--- config.mk ---
export PLATFORM = sky130hd
export DESIGN_NAME = ppg_port
export DESIGN_NICKNAME = d
export VERILOG_FILES = /design/src/rtl/ppg_pkg.sv /design/src/rtl/ppg_port.sv
export VERILOG_INCLUDE_DIRS = /design/src /design/src/rtl
export SDC_FILE = /design/constraint.sdc
export NUM_CORES = 1
export LEC_CHECK = 0
export BUFFER_PORTS_ARGS = -buffer_cell sky130_fd_sc_hd__clkbuf_2
export CORE_MARGIN = 10
export CORE_UTILIZATION = 44
export CTS_CLUSTER_DIAMETER = 60
export DETAILED_ROUTE_END_ITERATION = 7
export PLACE_DENSITY_LB_ADDON = 0.05
export SLEW_MARGIN = 5
export SYNTH_ARGS = -nofsm -noshare
export SYNTH_HDL_FRONTEND = slang
export SYNTH_SLANG_ARGS = --single-unit
--- constraint.sdc ---
create_clock -name i_clk -period 2.4 [get_ports i_clk]
set_input_delay 0.48 -clock i_clk [delete_from_list [all_inputs] [get_ports i_clk]]
set_output_delay 0.48 -clock i_clk [all_outputs]
set_load 0.05 [all_outputs]
--- src/rtl/ppg_map.svh ---
// register offsets, field positions and reset values of the four-pin port
// assumes a 32-bit word-aligned AHB-Lite register window
`ifndef PPG_MAP_SVH
`define PPG_MAP_SVH
`define PPG_OFS_DATA      8'h00
`define PPG_OFS_DIRECTION 8'h04
`define PPG_OFS_FUNCSEL   8'h08
`define PPG_DATA_RESET    4'hf
`define PPG_DIR_RESET     4'h0
`define PPG_FSEL_RESET    4'h0
`define PPG_RSVD_HIGH     4'hf
`define PPG_FSEL_PULSE_OUTPUT_ONE_SELECT_BIT 0
`define PPG_FSEL_PULSE_OUTPUT_TWO_SELECT_BIT 1
`define PPG_FSEL_IRQ_BIT  2
`define PPG_FSEL_RSVD_BIT 3
`endif

--- src/rtl/ppg_pkg.sv ---
// types shared by the four-pin port
// assumes nothing of its surroundings
package ppg_pkg;
  typedef struct packed {
    logic [3:0] out_val;
    logic [3:0] out_en_n;
  } ppg_pin_drive_t;
  typedef struct packed {
    logic        sel;
    logic [31:0] addr;
    logic        write;
    logic [1:0]  trans;
    logic [2:0]  size;
  } ppg_ahb_addr_t;
endpackage

--- src/rtl/ppg_port.sv ---
// four-pin gpio port with pwm and interrupt alternate functions, ahb-lite slave
// assumes pins synchronous to i_clk, single word transfers only
//
// What this block does
// - four data latch bits, reset to one
// - output pins read back latched value
// - input pins read back live level
// - bits seven to four read one
// - direction one drives, zero inputs; reset zero
// - direction register reads ones in bits seven to zero, zero above
// - gpio settings ignored under alternate function
// - function bit two makes pin two interrupt
// - pin two interrupt plus output prohibited
// - function bits one, zero select pwm
// - pwm select drives pin, ignores direction
// - pin three follows direction only
`timescale 1ns/1ps
`default_nettype none
`include "ppg_map.svh"
module ppg_port #(
  parameter int PIN_COUNT = 4
) (
  input  wire logic                  i_clk,
  input  wire logic                  i_rst,
  input  wire logic                  i_hsel,
  input  wire logic [31:0]           i_haddr,
  input  wire logic [1:0]            i_htrans,
  input  wire logic                  i_hwrite,
  input  wire logic [2:0]            i_hsize,
  input  wire logic [31:0]           i_hwdata,
  input  wire logic                  i_hready,
  output logic      [31:0]           o_hrdata,
  output logic                       o_hreadyout,
  output logic                       o_hresp,
  input  wire logic [3:0]            i_pin,
  output ppg_pkg::ppg_pin_drive_t    o_pin_drive,
  input  wire logic                  i_pulse_output_one_select,
  input  wire logic                  i_pulse_output_two_select,
  output logic                       o_irq
);
  import ppg_pkg::*;

  // register map holds exactly four pins
  if (PIN_COUNT != 4) begin : g_pin_count_check
    $error("unsupported pin count");
  end

  logic [3:0]    data_latch;
  logic [3:0]    direction;
  logic [3:0]    func_sel;
  ppg_ahb_addr_t ap;
  logic [31:0]   rdata;

  // address phase capture; always zero wait state
  wire take = i_hsel & i_hready & i_htrans[1];
  always_ff @(posedge i_clk or posedge i_rst) begin
    if (i_rst) begin
      ap <= '0;
    end else if (i_hready) begin
      ap <= '{sel: take, addr: i_haddr, write: i_hwrite, trans: i_htrans, size: i_hsize};
    end
  end

  wire wr_phase = ap.sel & ap.write;
  wire rd_take  = take & ~i_hwrite;
  wire wr_data  = wr_phase & (ap.addr[7:0] == `PPG_OFS_DATA);
  wire wr_dir   = wr_phase & (ap.addr[7:0] == `PPG_OFS_DIRECTION);
  wire wr_fsel  = wr_phase & (ap.addr[7:0] == `PPG_OFS_FUNCSEL);

  // only low nibble is stored, upper bits ignore writes
  always_ff @(posedge i_clk or posedge i_rst) begin
    if (i_rst) begin
      data_latch <= `PPG_DATA_RESET;
    end else if (wr_data) begin
      data_latch <= i_hwdata[3:0];
    end
  end

  // write-only: never returned on a read
  always_ff @(posedge i_clk or posedge i_rst) begin
    if (i_rst) begin
      direction <= `PPG_DIR_RESET;
    end else if (wr_dir) begin
      direction <= i_hwdata[3:0];
    end
  end

  // bit three stored as written; software must keep it zero
  always_ff @(posedge i_clk or posedge i_rst) begin
    if (i_rst) begin
      func_sel <= `PPG_FSEL_RESET;
    end else if (wr_fsel) begin
      func_sel <= i_hwdata[3:0];
    end
  end

  wire sel_pulse_output_one_select = func_sel[`PPG_FSEL_PULSE_OUTPUT_ONE_SELECT_BIT];
  wire sel_pulse_output_two_select = func_sel[`PPG_FSEL_PULSE_OUTPUT_TWO_SELECT_BIT];
  wire sel_irq  = func_sel[`PPG_FSEL_IRQ_BIT];

  // pin drive; enable is active low. irq with direction 1 is prohibited,
  // pin two is then held as input so the interrupt still sees the pin
  wire [3:0] drive_en;
  assign drive_en[0] = sel_pulse_output_one_select | direction[0];
  assign drive_en[1] = sel_pulse_output_two_select | direction[1];
  assign drive_en[2] = ~sel_irq & direction[2];
  assign drive_en[3] = direction[3];
  wire [3:0] drive_val = {data_latch[3], data_latch[2],
                          sel_pulse_output_two_select ? i_pulse_output_two_select : data_latch[1],
                          sel_pulse_output_one_select ? i_pulse_output_one_select : data_latch[0]};

  // data outputs from flip-flops: one cycle after register change
  always_ff @(posedge i_clk or posedge i_rst) begin
    if (i_rst) begin
      o_pin_drive <= '{out_val: `PPG_DATA_RESET, out_en_n: 4'hf};
      o_irq       <= 1'h0;
    end else begin
      o_pin_drive <= '{out_val: drive_val, out_en_n: ~drive_en};
      o_irq       <= sel_irq & i_pin[2];
    end
  end

  // readback select per pin by direction bit
  wire [3:0] data_view = (direction & data_latch) | (~direction & i_pin);
  wire [7:0] ofs = i_haddr[7:0];
  wire [31:0] next_rdata =
      (ofs == `PPG_OFS_DATA)      ? {24'h000000, `PPG_RSVD_HIGH, data_view} :
      (ofs == `PPG_OFS_DIRECTION) ? {24'h000000, 8'hff} :
      (ofs == `PPG_OFS_FUNCSEL)   ? {24'h000000, `PPG_RSVD_HIGH, func_sel} :
                                    32'h00000000;

  always_ff @(posedge i_clk or posedge i_rst) begin
    if (i_rst) begin
      rdata <= 32'h00000000;
    end else if (rd_take) begin
      rdata <= next_rdata;
    end
  end

  assign o_hrdata    = rdata;
  assign o_hreadyout = 1'h1;
  assign o_hresp     = 1'h0;

  a_data_reset: assert property (@(posedge i_clk) $fell(i_rst) |-> data_latch == 4'hf)
    else $error("data latch not all ones after reset");
  a_dir_read: assert property (@(posedge i_clk) disable iff (i_rst)
    rd_take && i_haddr[7:0] == 8'h04 |=> o_hrdata == 32'h000000ff)
    else $error("direction read not all ones");
  a_data_rsvd: assert property (@(posedge i_clk) disable iff (i_rst)
    rd_take && i_haddr[7:0] == 8'h00 |=> o_hrdata[7:4] == 4'hf && o_hrdata[31:8] == 24'h0)
    else $error("data reserved bits wrong");
  a_read_latch: assert property (@(posedge i_clk) disable iff (i_rst)
    rd_take && i_haddr[7:0] == 8'h00 |=> o_hrdata[3:0] == (($past(direction) & $past(data_latch))
      | (~$past(direction) & $past(i_pin))))
    else $error("data readback mismatch");
  a_read_pin_in: assert property (@(posedge i_clk) disable iff (i_rst)
    rd_take && i_haddr[7:0] == 8'h00 && direction[3] == 1'h0 |=> o_hrdata[3] == $past(i_pin[3]))
    else $error("input pin not read live");
  a_pwm_drive: assert property (@(posedge i_clk) disable iff (i_rst)
    sel_pulse_output_one_select |=> o_pin_drive.out_val[0] == $past(i_pulse_output_one_select) && !o_pin_drive.out_en_n[0])
    else $error("pwm one not on pin zero");
  a_irq_gate: assert property (@(posedge i_clk) disable iff (i_rst)
    !sel_irq |=> !o_irq)
    else $error("interrupt line active while unselected");
  a_irq_pin_in: assert property (@(posedge i_clk) disable iff (i_rst)
    sel_irq |=> o_pin_drive.out_en_n[2] && o_irq == $past(i_pin[2]))
    else $error("pin two not interrupt input");
  a_pin3_dir: assert property (@(posedge i_clk) disable iff (i_rst)
    1'h1 |=> o_pin_drive.out_en_n[3] == !$past(direction[3]))
    else $error("pin three enable not from direction");
  a_write_dir: assert property (@(posedge i_clk) disable iff (i_rst)
    wr_dir |=> direction == $past(i_hwdata[3:0]) ##1 o_pin_drive.out_en_n[3] == !$past(direction[3]))
    else $error("direction write not applied");

  c_pulse_output_two_select_on: cover property (@(posedge i_clk) disable iff (i_rst) sel_pulse_output_two_select && i_pulse_output_two_select);
  c_irq_edge: cover property (@(posedge i_clk) disable iff (i_rst) $rose(o_irq));
  c_data_read: cover property (@(posedge i_clk) disable iff (i_rst) rd_take && i_haddr[7:0] == 8'h00);
  c_out_drive: cover property (@(posedge i_clk) disable iff (i_rst) o_pin_drive.out_en_n == 4'h0);
  c_irq_live: cover property (@(posedge i_clk) disable iff (i_rst) sel_irq && o_irq);

  a_dir_reset: assert property (@(posedge i_clk)
    $fell(i_rst) |->
    direction == `PPG_DIR_RESET)
    else $error("direction not cleared by reset");

  a_fsel_reset: assert property (@(posedge i_clk)
    $fell(i_rst) |->
    func_sel == `PPG_FSEL_RESET)
    else $error("function select not cleared by reset");

  a_drive_reset: assert property (@(posedge i_clk)
    $fell(i_rst) |->
    o_pin_drive.out_en_n == 4'hf)
    else $error("pins driven right after reset");

  a_irq_reset: assert property (@(posedge i_clk)
    $fell(i_rst) |->
    !o_irq)
    else $error("interrupt line active after reset");

  a_write_data: assert property (@(posedge i_clk)
    disable iff (i_rst) wr_data |=>
    data_latch == $past(i_hwdata[3:0]))
    else $error("data latch write not applied");

  a_write_fsel: assert property (@(posedge i_clk)
    disable iff (i_rst) wr_fsel |=>
    func_sel == $past(i_hwdata[3:0]))
    else $error("function select write not applied");

  a_data_hold: assert property (@(posedge i_clk)
    disable iff (i_rst) !wr_data |=>
    $stable(data_latch))
    else $error("data latch changed without write");

  a_dir_hold: assert property (@(posedge i_clk)
    disable iff (i_rst) !wr_dir |=>
    $stable(direction))
    else $error("direction changed without write");

  a_fsel_hold: assert property (@(posedge i_clk)
    disable iff (i_rst) !wr_fsel |=>
    $stable(func_sel))
    else $error("function select changed without write");

  a_fsel_read: assert property (@(posedge i_clk)
    disable iff (i_rst) rd_take && i_haddr[7:0] == `PPG_OFS_FUNCSEL |=>
    o_hrdata == {24'h000000, 4'hf, $past(func_sel)})
    else $error("function select readback wrong");

  a_read_unmapped: assert property (@(posedge i_clk)
    disable iff (i_rst) rd_take && i_haddr[7:0] > `PPG_OFS_FUNCSEL |=>
    o_hrdata == 32'h00000000)
    else $error("unmapped read not zero");

  a_read_latch_out: assert property (@(posedge i_clk)
    disable iff (i_rst) rd_take && i_haddr[7:0] == `PPG_OFS_DATA && direction[0] |=>
    o_hrdata[0] == $past(data_latch[0]))
    else $error("output pin not read from latch");

  a_read_pin_live: assert property (@(posedge i_clk)
    disable iff (i_rst) rd_take && i_haddr[7:0] == `PPG_OFS_DATA && !direction[0] |=>
    o_hrdata[0] == $past(i_pin[0]))
    else $error("input pin zero not read live");

  a_read_hold: assert property (@(posedge i_clk)
    disable iff (i_rst) !rd_take |=>
    $stable(o_hrdata))
    else $error("read data changed without read");

  a_pulse_output_two_select_drive: assert property (@(posedge i_clk)
    disable iff (i_rst) sel_pulse_output_two_select |=>
    o_pin_drive.out_val[1] == $past(i_pulse_output_two_select) && !o_pin_drive.out_en_n[1])
    else $error("pwm two not on pin one");

  a_gpio_pin0: assert property (@(posedge i_clk)
    disable iff (i_rst) !sel_pulse_output_one_select |=>
    o_pin_drive.out_en_n[0] == !$past(direction[0]) && o_pin_drive.out_val[0] == $past(data_latch[0]))
    else $error("pin zero gpio settings not applied");

  a_gpio_pin1: assert property (@(posedge i_clk)
    disable iff (i_rst) !sel_pulse_output_two_select |=>
    o_pin_drive.out_en_n[1] == !$past(direction[1]) && o_pin_drive.out_val[1] == $past(data_latch[1]))
    else $error("pin one gpio settings not applied");

  a_gpio_pin2: assert property (@(posedge i_clk)
    disable iff (i_rst) !sel_irq |=>
    o_pin_drive.out_en_n[2] == !$past(direction[2]) && o_pin_drive.out_val[2] == $past(data_latch[2]))
    else $error("pin two gpio settings not applied");

  a_irq_no_drive: assert property (@(posedge i_clk)
    disable iff (i_rst) sel_irq && direction[2] |=>
    o_pin_drive.out_en_n[2])
    else $error("pin two driven in prohibited setting");

  a_pin2_output: assert property (@(posedge i_clk)
    disable iff (i_rst) !sel_irq && direction[2] |=>
    !o_pin_drive.out_en_n[2])
    else $error("pin two not driven as output");

  a_pin3_value: assert property (@(posedge i_clk)
    disable iff (i_rst) 1'h1 |=>
    o_pin_drive.out_val[3] == $past(data_latch[3]))
    else $error("pin three value not from latch");

  a_bus_okay: assert property (@(posedge i_clk)
    disable iff (i_rst) 1'h1 |->
    o_hreadyout && !o_hresp)
    else $error("bus response not ready and okay");

  a_pulse_output_one_select_no_dir: assert property (@(posedge i_clk)
    disable iff (i_rst) sel_pulse_output_one_select && !direction[0] |=>
    !o_pin_drive.out_en_n[0])
    else $error("pwm one pin follows direction");

  a_input_undriven: assert property (@(posedge i_clk)
    disable iff (i_rst) !sel_pulse_output_one_select && !direction[0] |=>
    o_pin_drive.out_en_n[0])
    else $error("input pin zero driven");

  a_irq_follows: assert property (@(posedge i_clk)
    disable iff (i_rst) sel_irq && i_pin[2] |=>
    o_irq)
    else $error("interrupt line not following pin two");
endmodule
`default_nettype wire

# Word level (Yosys, flattened, before mapping)
# Cells that the tools add are included.
[word_totals]
regBits = 63
inputBits = 80
elab_cells = 39
[classes]
n_eq_ne = 4
n_mux = 5
bitwise_logic = 18
reduce_logical = 2
[op_table]
columns = ["op", "n"]
rows = [
  ["8-bit 2-to-1 mux", 3],
  ["8-bit by 3-bit equality test with 1-bit output (second input constant)", 2],
  ["8-bit by 4-bit equality test with 1-bit output (second input constant)", 2],
  ["8-bit zero test", 2],
  ["1-bit AND", 9],
  ["4-bit AND", 2],
  ["4-bit NOT", 2],
  ["4-bit OR", 1],
  ["1-bit 2-to-1 mux", 2],
  ["1-bit NOT", 2],
  ["1-bit OR", 2],
]

# Longest topological paths before layout
# Gate-level depths: netlist of run 1.
[logic_depth]
ltp_word = 4
mapped_depth = 4
depth_no_buf = 3

# Worst setup path before layout of run 1
# No wires, ideal clock.
[synth_path]
path_type = "register -> output"
from = "register o_hrdata[6] (netlist name)"
to = "output port o_hrdata[5]"
t_arrival_ps = 940
required_ps = 1920
slack_ps = 980
path_stages_with_launch = 2
path_buffers = 1
path_cell_list = "dfrtp_1 -> buf_4"
[synth_rtl]
columns = ["element", "line_no", "rtl"]
rows = [
  ["to (decl)", "ppg_port.sv:32", "output logic [31:0] o_hrdata,"],
]

# Final worst setup path of run 1
[layout_path]
from = "register ap[6] (netlist bit)"
to = "register direction[0]"
[layout_via]
elab_chain_cells = 2
[layout_rtl]
columns = ["element", "line_no", "rtl"]
rows = [
  ["from (decl)", "ppg_port.sv:51", "ppg_ahb_addr_t ap;"],
  ["from (signal assigned)", "ppg_port.sv:60", "ap <= '{sel: take, addr: i_haddr, write: i_hwrite, trans: i_htrans, size: i_hsize};"],
  ["8-bit by 3-bit equality test with 1-bit output (no source line)", "--", ""],
  ["1-bit AND", "ppg_port.sv:67", "wire wr_dir = wr_phase & (ap.addr[7:0] == `PPG_OFS_DIRECTION);"],
  ["to (signal assigned)", "ppg_port.sv:82", "direction <= `PPG_DIR_RESET;"],
  ["to (signal assigned)", "ppg_port.sv:84", "direction <= i_hwdata[3:0];"],
  ["to (decl)", "ppg_port.sv:49", "logic [3:0] direction;"],
]
# No other way between the ends.
# A chain may end at the register's enable or synchronous reset.

==> summary.txt, run 1 <==
Clk sinks = 36
Dpl hpwl = 2630 µm
Synth area leader = dfrtp_1
Max_cap viols = 0
Synth Flop Type = dfrtp_1
Final core occ = 0.529
Post-synth top cells = buf_4, mux2_2, dfrtp_1
First-pass iteration count of the detailed router = 3
Largest cells by area after synthesis = dfrtp_1, dfstp_2, mux2_2
Post-synthesis instance area = 1710 µm²
Std cell rows = 22
Clk pin slew, worst setup/hold paths = 0.07 ns
Critical Path Fanout Max = 4
Period Utilization, post-route = 0.649
Library cells used by synthesis = 23
Count leader, synth = buf_4
Vias = 1,048
Pre-CTS WS = 0.685 ns
RSZ-0062 raised after global routing = no
Syn Inst Count = 137
Antenna Cells = 0
PortBufs = 40
Largest net degree at the start of global routing = 37
Routed Antenna Nets = 0
First-pass GRT wire length = 5110 µm
Final min period = 1.56 ns
IO Pins = 123
Clock Root Buffer = clkbuf_8
Warnings from Yosys = 0
Pwr Density = 765 nW/µm²
Post-DR vias/cell = 4.62
Final Setup Violations = 0
PnR worst setup slack = 0.842 ns
Total CTS buffers = 5
Startpoint class of the critical path = flip-flop
Post-cts sizing count = 0
Vias in the first global route = 1,090
Worst Hold Slack = 0.272 ns
Max VDD drop = 0.422 mV
Asr flop ratio synth = 1.00
Initial DRC count = 51
Syn Area/Cell = 12.5 µm²
DRC errors left = 0
Filler cell count = 347
Total negative slack = 0 ns
Clock Tree Buf Depth = 2
Clock tree from TritonCTS = yes
EDFF count, synth = 0
Crit path DAT = 1.72 ns
Initial antenna violation count = 0
Register bit total from synthesis = 36
Critical path class = flip-flop to flip-flop
Total Routing Usage GR = 0.0995
Hold Path Class = input port to async pin
F_max = 0.642 GHz
DRT Wirelength = 3420 µm
H-tree depth = 2
Pleak = 0.937 nW
Final Hold Vio Count = 0
Worst Setup SP = ap[6]
Clock Skew = 0.00672 ns
Gr ovfl total = 0
Die boundary height = 82.3 µm
Layout cells sized above 1 = 0.503
Post-CTS Setup Inserts = 0
# nets final = 258
Status = finished clean
Critical path capture point type = flip-flop
Core Region = 3720 µm²
Hold buffers post-CTS = 0
Worst skew pair latency = 0.28 ns
Slew Limit Fails = 0
Die footprint = 6770 µm²
Die X = 82.3 µm
Area grow syn2layout = 15.1%
Reg2reg start = ap[6]
Wire per inst = 15.0 µm
CP Data Required Time = 2.56 ns
Initial Util = 0.460
Final GP Congestion = 0.707
Seq/Total Area, Yosys = 0.536
Area fraction of the dominant cell type after synthesis = 0.352
==> routing by layer <==
layer	GRT usage	vias up	share of wire
met1	0.117	502	0.40
met5	0	-	0
met2	0.158	46	0.47
met4	0.0306	0	0.0070
met3	0.0464	4	0.12
li1	-	496	-
==> registers in the layout, indices dropped and copies added (netlist names) <==
signal,count
o_irq,1
func_sel,4
o_pin_drive,8
data_latch,4
ap,10
direction,4
o_hrdata,5
==> power by group <==
part | total (mW) | switching, mW | internal [mW]
logic | 0.245 | 0.180 | 0.0647
clock network | 0.578 | 0.211 | 0.367
registers | 0.681 | 0.0256 | 0.655
==> per-stage QoR <==
step,area (µm²),std cells,total power [mW]
floorplan,1800,161,0.919
global placement,1840,219,0.931
detailed placement,1840,219,0.937
CTS,1970,227,1.52
global route,1970,227,1.56
finish,1970,227,1.50
==> worst max-delay path, cell delays in order (launching register included) <==
cell and delay [ns]:
dfrtp_1 0.41, nor4_4 0.33, nand4b_1 0.33, mux2_2 0.37
==> final timing paths <==
path | to | slack [ns] | depth (start not counted)
min in group i_clk | o_pin_drive[6] | 0.37 | 0
max in group asynchronous | o_pin_drive[1] | 1.78 | 3
min reg2reg | o_pin_drive[6] | 0.37 | 0
max | direction[0] | 0.84 | 3
max reg2reg | direction[0] | 0.84 | 3
min | direction[2] | 0.27 | 3
==> cells in the final DEF (no fill, tap or decap) <==
cell type and instances:
o2bb2ai_1 3, clkbuf_2 40, mux2i_1 1, nor4_4 1
nor4_1 1, conb_1 26, mux2_2 26, bufinv_16 1
nand4b_1 3, and4bb_2 1, nand2b_1 5, nand2_1 6
nand3_1 3, and2_1 1, dfrtp_1 24, or2_2 1
inv_1 3, o211a_1 1, nand3b_1 2, o21ai_0 6
dfstp_2 12, nor2_1 4, clkbuf_8 7, buf_4 1
==> area by class of cell <==
class	count	area, µm²	area share
tap	48	60.1	0.0306
timing repair buffer	41	208	0.106
multi-input combinational	91	644	0.328
inverter	3	11.3	0.00573
clock buffer	7	96.3	0.0490
clock inverter	1	30.0	0.0153
sequential	36	916	0.466
==> kinds of logic (layout without fill, tap and decap cells) <==
group,after synthesis,count (layout),synth area share
mux,27,27,0.177
buf+inv,34,52,0.139
compound gates,10,10,0.0388
simple gates,28,28,0.104
flops,36,36,0.536
other cells,2,26,0.00440
Power figures use the tool's default switching activity.
==> run 2: changes to the inputs <==
ABC_AREA = 1   (was default)
CORE_UTILIZATION = 41   (was 44)
clock period = 1.5 ns   (was 2.4 ns; I/O delays follow)
==> summary.txt, run 2 <==
Max FFs per register = 10 (unchanged)
Vias in the first global route = 1,357 (+24%)
Clock Root Buffer = clkbuf_8
Clk pin slew, worst setup/hold paths = 0.07 ns (about the same)
Pwr Density = 1240 nW/µm² (+62%)
First-pass iteration count of the detailed router = 4 (+1)
Worst skew pair latency = 0.29 ns (about the same)
PnR Total Power = 2.59 mW (+72%)
Syn Area/Cell = 8.76 µm² (-30%)
Total Routing Usage GR = 0.100 (+0.000553)
Hold Path Class = input port to async pin
Most frequent cells in the layout = nand2_1, clkbuf_2, conb_1
CP Data Required Time = 1.20 ns (-1.36 ns)
Met1 usage = 0.122 (+0.00461)
Final Setup Violations = 0 (unchanged)
Met2 usage = 0.148 (-0.00953)
Slowest cell on crit path = dfstp_2
Status = finished clean
# nets final = 329 (+28%)
Clk sinks = 36 (unchanged)
IO Pins = 123 (unchanged)
Synth area leader = dfrtp_1
Area of the multi-input gates = 659 µm² (+2.3%)
Final core occ = 0.482 (-0.0472)
Clock tree from TritonCTS = yes
Period Utilization, post-route = 0.916
Count leader, synth = nand2_1
Slew Limit Fails = 0 (unchanged)
Crit path DAT = 1.07 ns (-0.65 ns)
Final GP Congestion = 0.724 (+2.4%)
Post-synthesis instance area = 1810 µm² (+6.2%)
Final Hold Vio Count = 0 (unchanged)
F_max = 0.728 GHz
Critical path class = flip-flop to output pin
Largest register by flop count = ap
Reg area = 916 µm² (unchanged)
RSZ-0062 raised after global routing = no
Gr ovfl total = 0 (unchanged)
GR met3 Demand/Resource = 0.0450 (-0.00141)
Max VDD drop = 0.553 mV (+31%)
Post-synth top cells = nand2_1, buf_4, dfrtp_1
Initial Util = 0.420 (-0.0400)
Antenna Cells = 0 (unchanged)
Max stage delay on crit path = 0.52 ns (+0.11 ns)
Dpl hpwl = 2940 µm (+12%)
Vias = 1,289 (+23%)
Clock Tree Buf Depth = 2 (unchanged)
H-tree depth = 2 (unchanged)
CP top delay family = flip-flops
Core Region = 4320 µm² (+16%)
Startpoint class of the critical path = flip-flop
Routed Antenna Nets = 0 (unchanged)
Busiest grt layer = met2
Library cells used by synthesis = 20 (-13%)
Layout cells sized above 1 = 0.340 (-0.163)
Total negative slack = 0 ns (unchanged)
Finished Layout Cells = 302 (+33%)
Synth Flop Type = dfrtp_1
Initial DRC count = 100 (+96%)
Max_cap viols = 0 (unchanged)
Filler cell count = 460 (+33%)
DRT Wirelength = 3680 µm (+7.8%)
Die X = 86.5 µm (+5.1%)
Largest cells by area after synthesis = dfrtp_1, dfstp_2, buf_4
First-pass GRT wire length = 6000 µm (+17%)
Initial antenna violation count = 0 (unchanged)
Post-cts sizing count = 0 (unchanged)
Area grow syn2layout = 14.8%
Hold buffers post-CTS = 0 (unchanged)
Die boundary height = 86.5 µm (+5.1%)
Asr flop ratio synth = 1.00 (unchanged)
EDFF count, synth = 0 (unchanged)
Pleak = 1.17 nW (+24%)
Total CTS buffers = 5 (unchanged)
Most common cell after layout, fill and taps aside = nand2_1
DRC errors left = 0 (unchanged)
Placed Cells incl. Taps = 294 (+34%)
Largest net degree at the start of global routing = 37 (unchanged)
Std cell rows = 24 (+9.1%)
Critical path capture point type = output pin
Post-DR vias/cell = 4.27 (-7.5%)
PortBufs = 40 (unchanged)
Post-layout instance area = 2080 µm² (+6.0%)
Crit path buf inv count = 1 (+1)
Register bit total from synthesis = 36 (unchanged)
CP Cell Sequence = clkbuf_2
Syn Inst Count = 207 (+51%)
Final min period = 1.37 ns
Warnings from Yosys = 0 (unchanged)
Area fraction of the dominant cell type after synthesis = 0.331 (-0.0206)
Seq/Total Area, Yosys = 0.505 (-0.0314)
Wire per inst = 12.2 µm (-19%)
Placed cell areas = 1960 µm² (+6.4%)
Critical Path Fanout Max = 1 (-3)
Die footprint = 7490 µm² (+11%)
Post-CTS Setup Inserts = 0 (unchanged)
Clock Skew = 0.00659 ns (-0.000126 ns)
## run 2: worst register-to-register path, stage by stage (launching register included)
cell and delay, ns:
dfrtp_1 0.37, inv_2 0.06, nand4_1 0.18, nor2_2 0.18, nand2_2 0.14, nand2_1 0.09
o21ai_1 0.06
## run 2: logic make-up (layout without fill, tap and decap cells)
kind of cell	after synthesis	in the layout	synth area share
other	2	26	0.00414
buffers and inverters	58	77	0.181
AO/OA/AOI/OAI	33	33	0.0910
flip-flops	36	36	0.505
AND/OR/NAND/NOR	78	78	0.219
## run 2: final cells by class
class                      count  area share
timing repair buffer          42       0.103
multi-input combinational    137       0.317
clock buffer                   7      0.0462
clock inverter                 1      0.0144
inverter                      27      0.0486
tap                           52      0.0312
sequential                    36       0.440
## run 2: layer usage
metal	vias to the layer above	share of wire
li1	679	-
met1	557	0.47
met2	51	0.44
met3	2	0.086
met4	0	0.0065
met5	-	0
## run 2: final timing paths
check / start / endpoint / slack [ns] / cells past startpoint
min in group i_clk: i_pulse_output_two_select / o_pin_drive[5] / 0.20 / 3
worst max register to register: ap[13] / func_sel[1] / 0.31 / 6
worst min-delay path: i_rst / ap[9] / 0.08 / 3
worst min register to register: data_latch[2] / o_pin_drive[6] / 0.38 / 0
worst max-delay path: o_pin_drive[7] / o_pin_drive[7] / 0.13 / 1
max in group asynchronous: i_rst / o_pin_drive[0] / 1.08 / 3
## run 2: through the flow
step | hold slack [ns] | worst slack, ns
CTS | 0.0893 | 0.104
floorplan | 0.361 | 0.260
finish | 0.0765 | 0.126
global placement | 0.367 | 0.336
detailed placement | 0.368 | 0.334
global route | 0.121 | 0.0869
## run 2: report_power, final
part / internal, mW / switching (mW) / total, mW
Sequential: 1.09 / 0.0577 / 1.15
Combinational: 0.108 / 0.404 / 0.512
Clock: 0.586 / 0.337 / 0.924
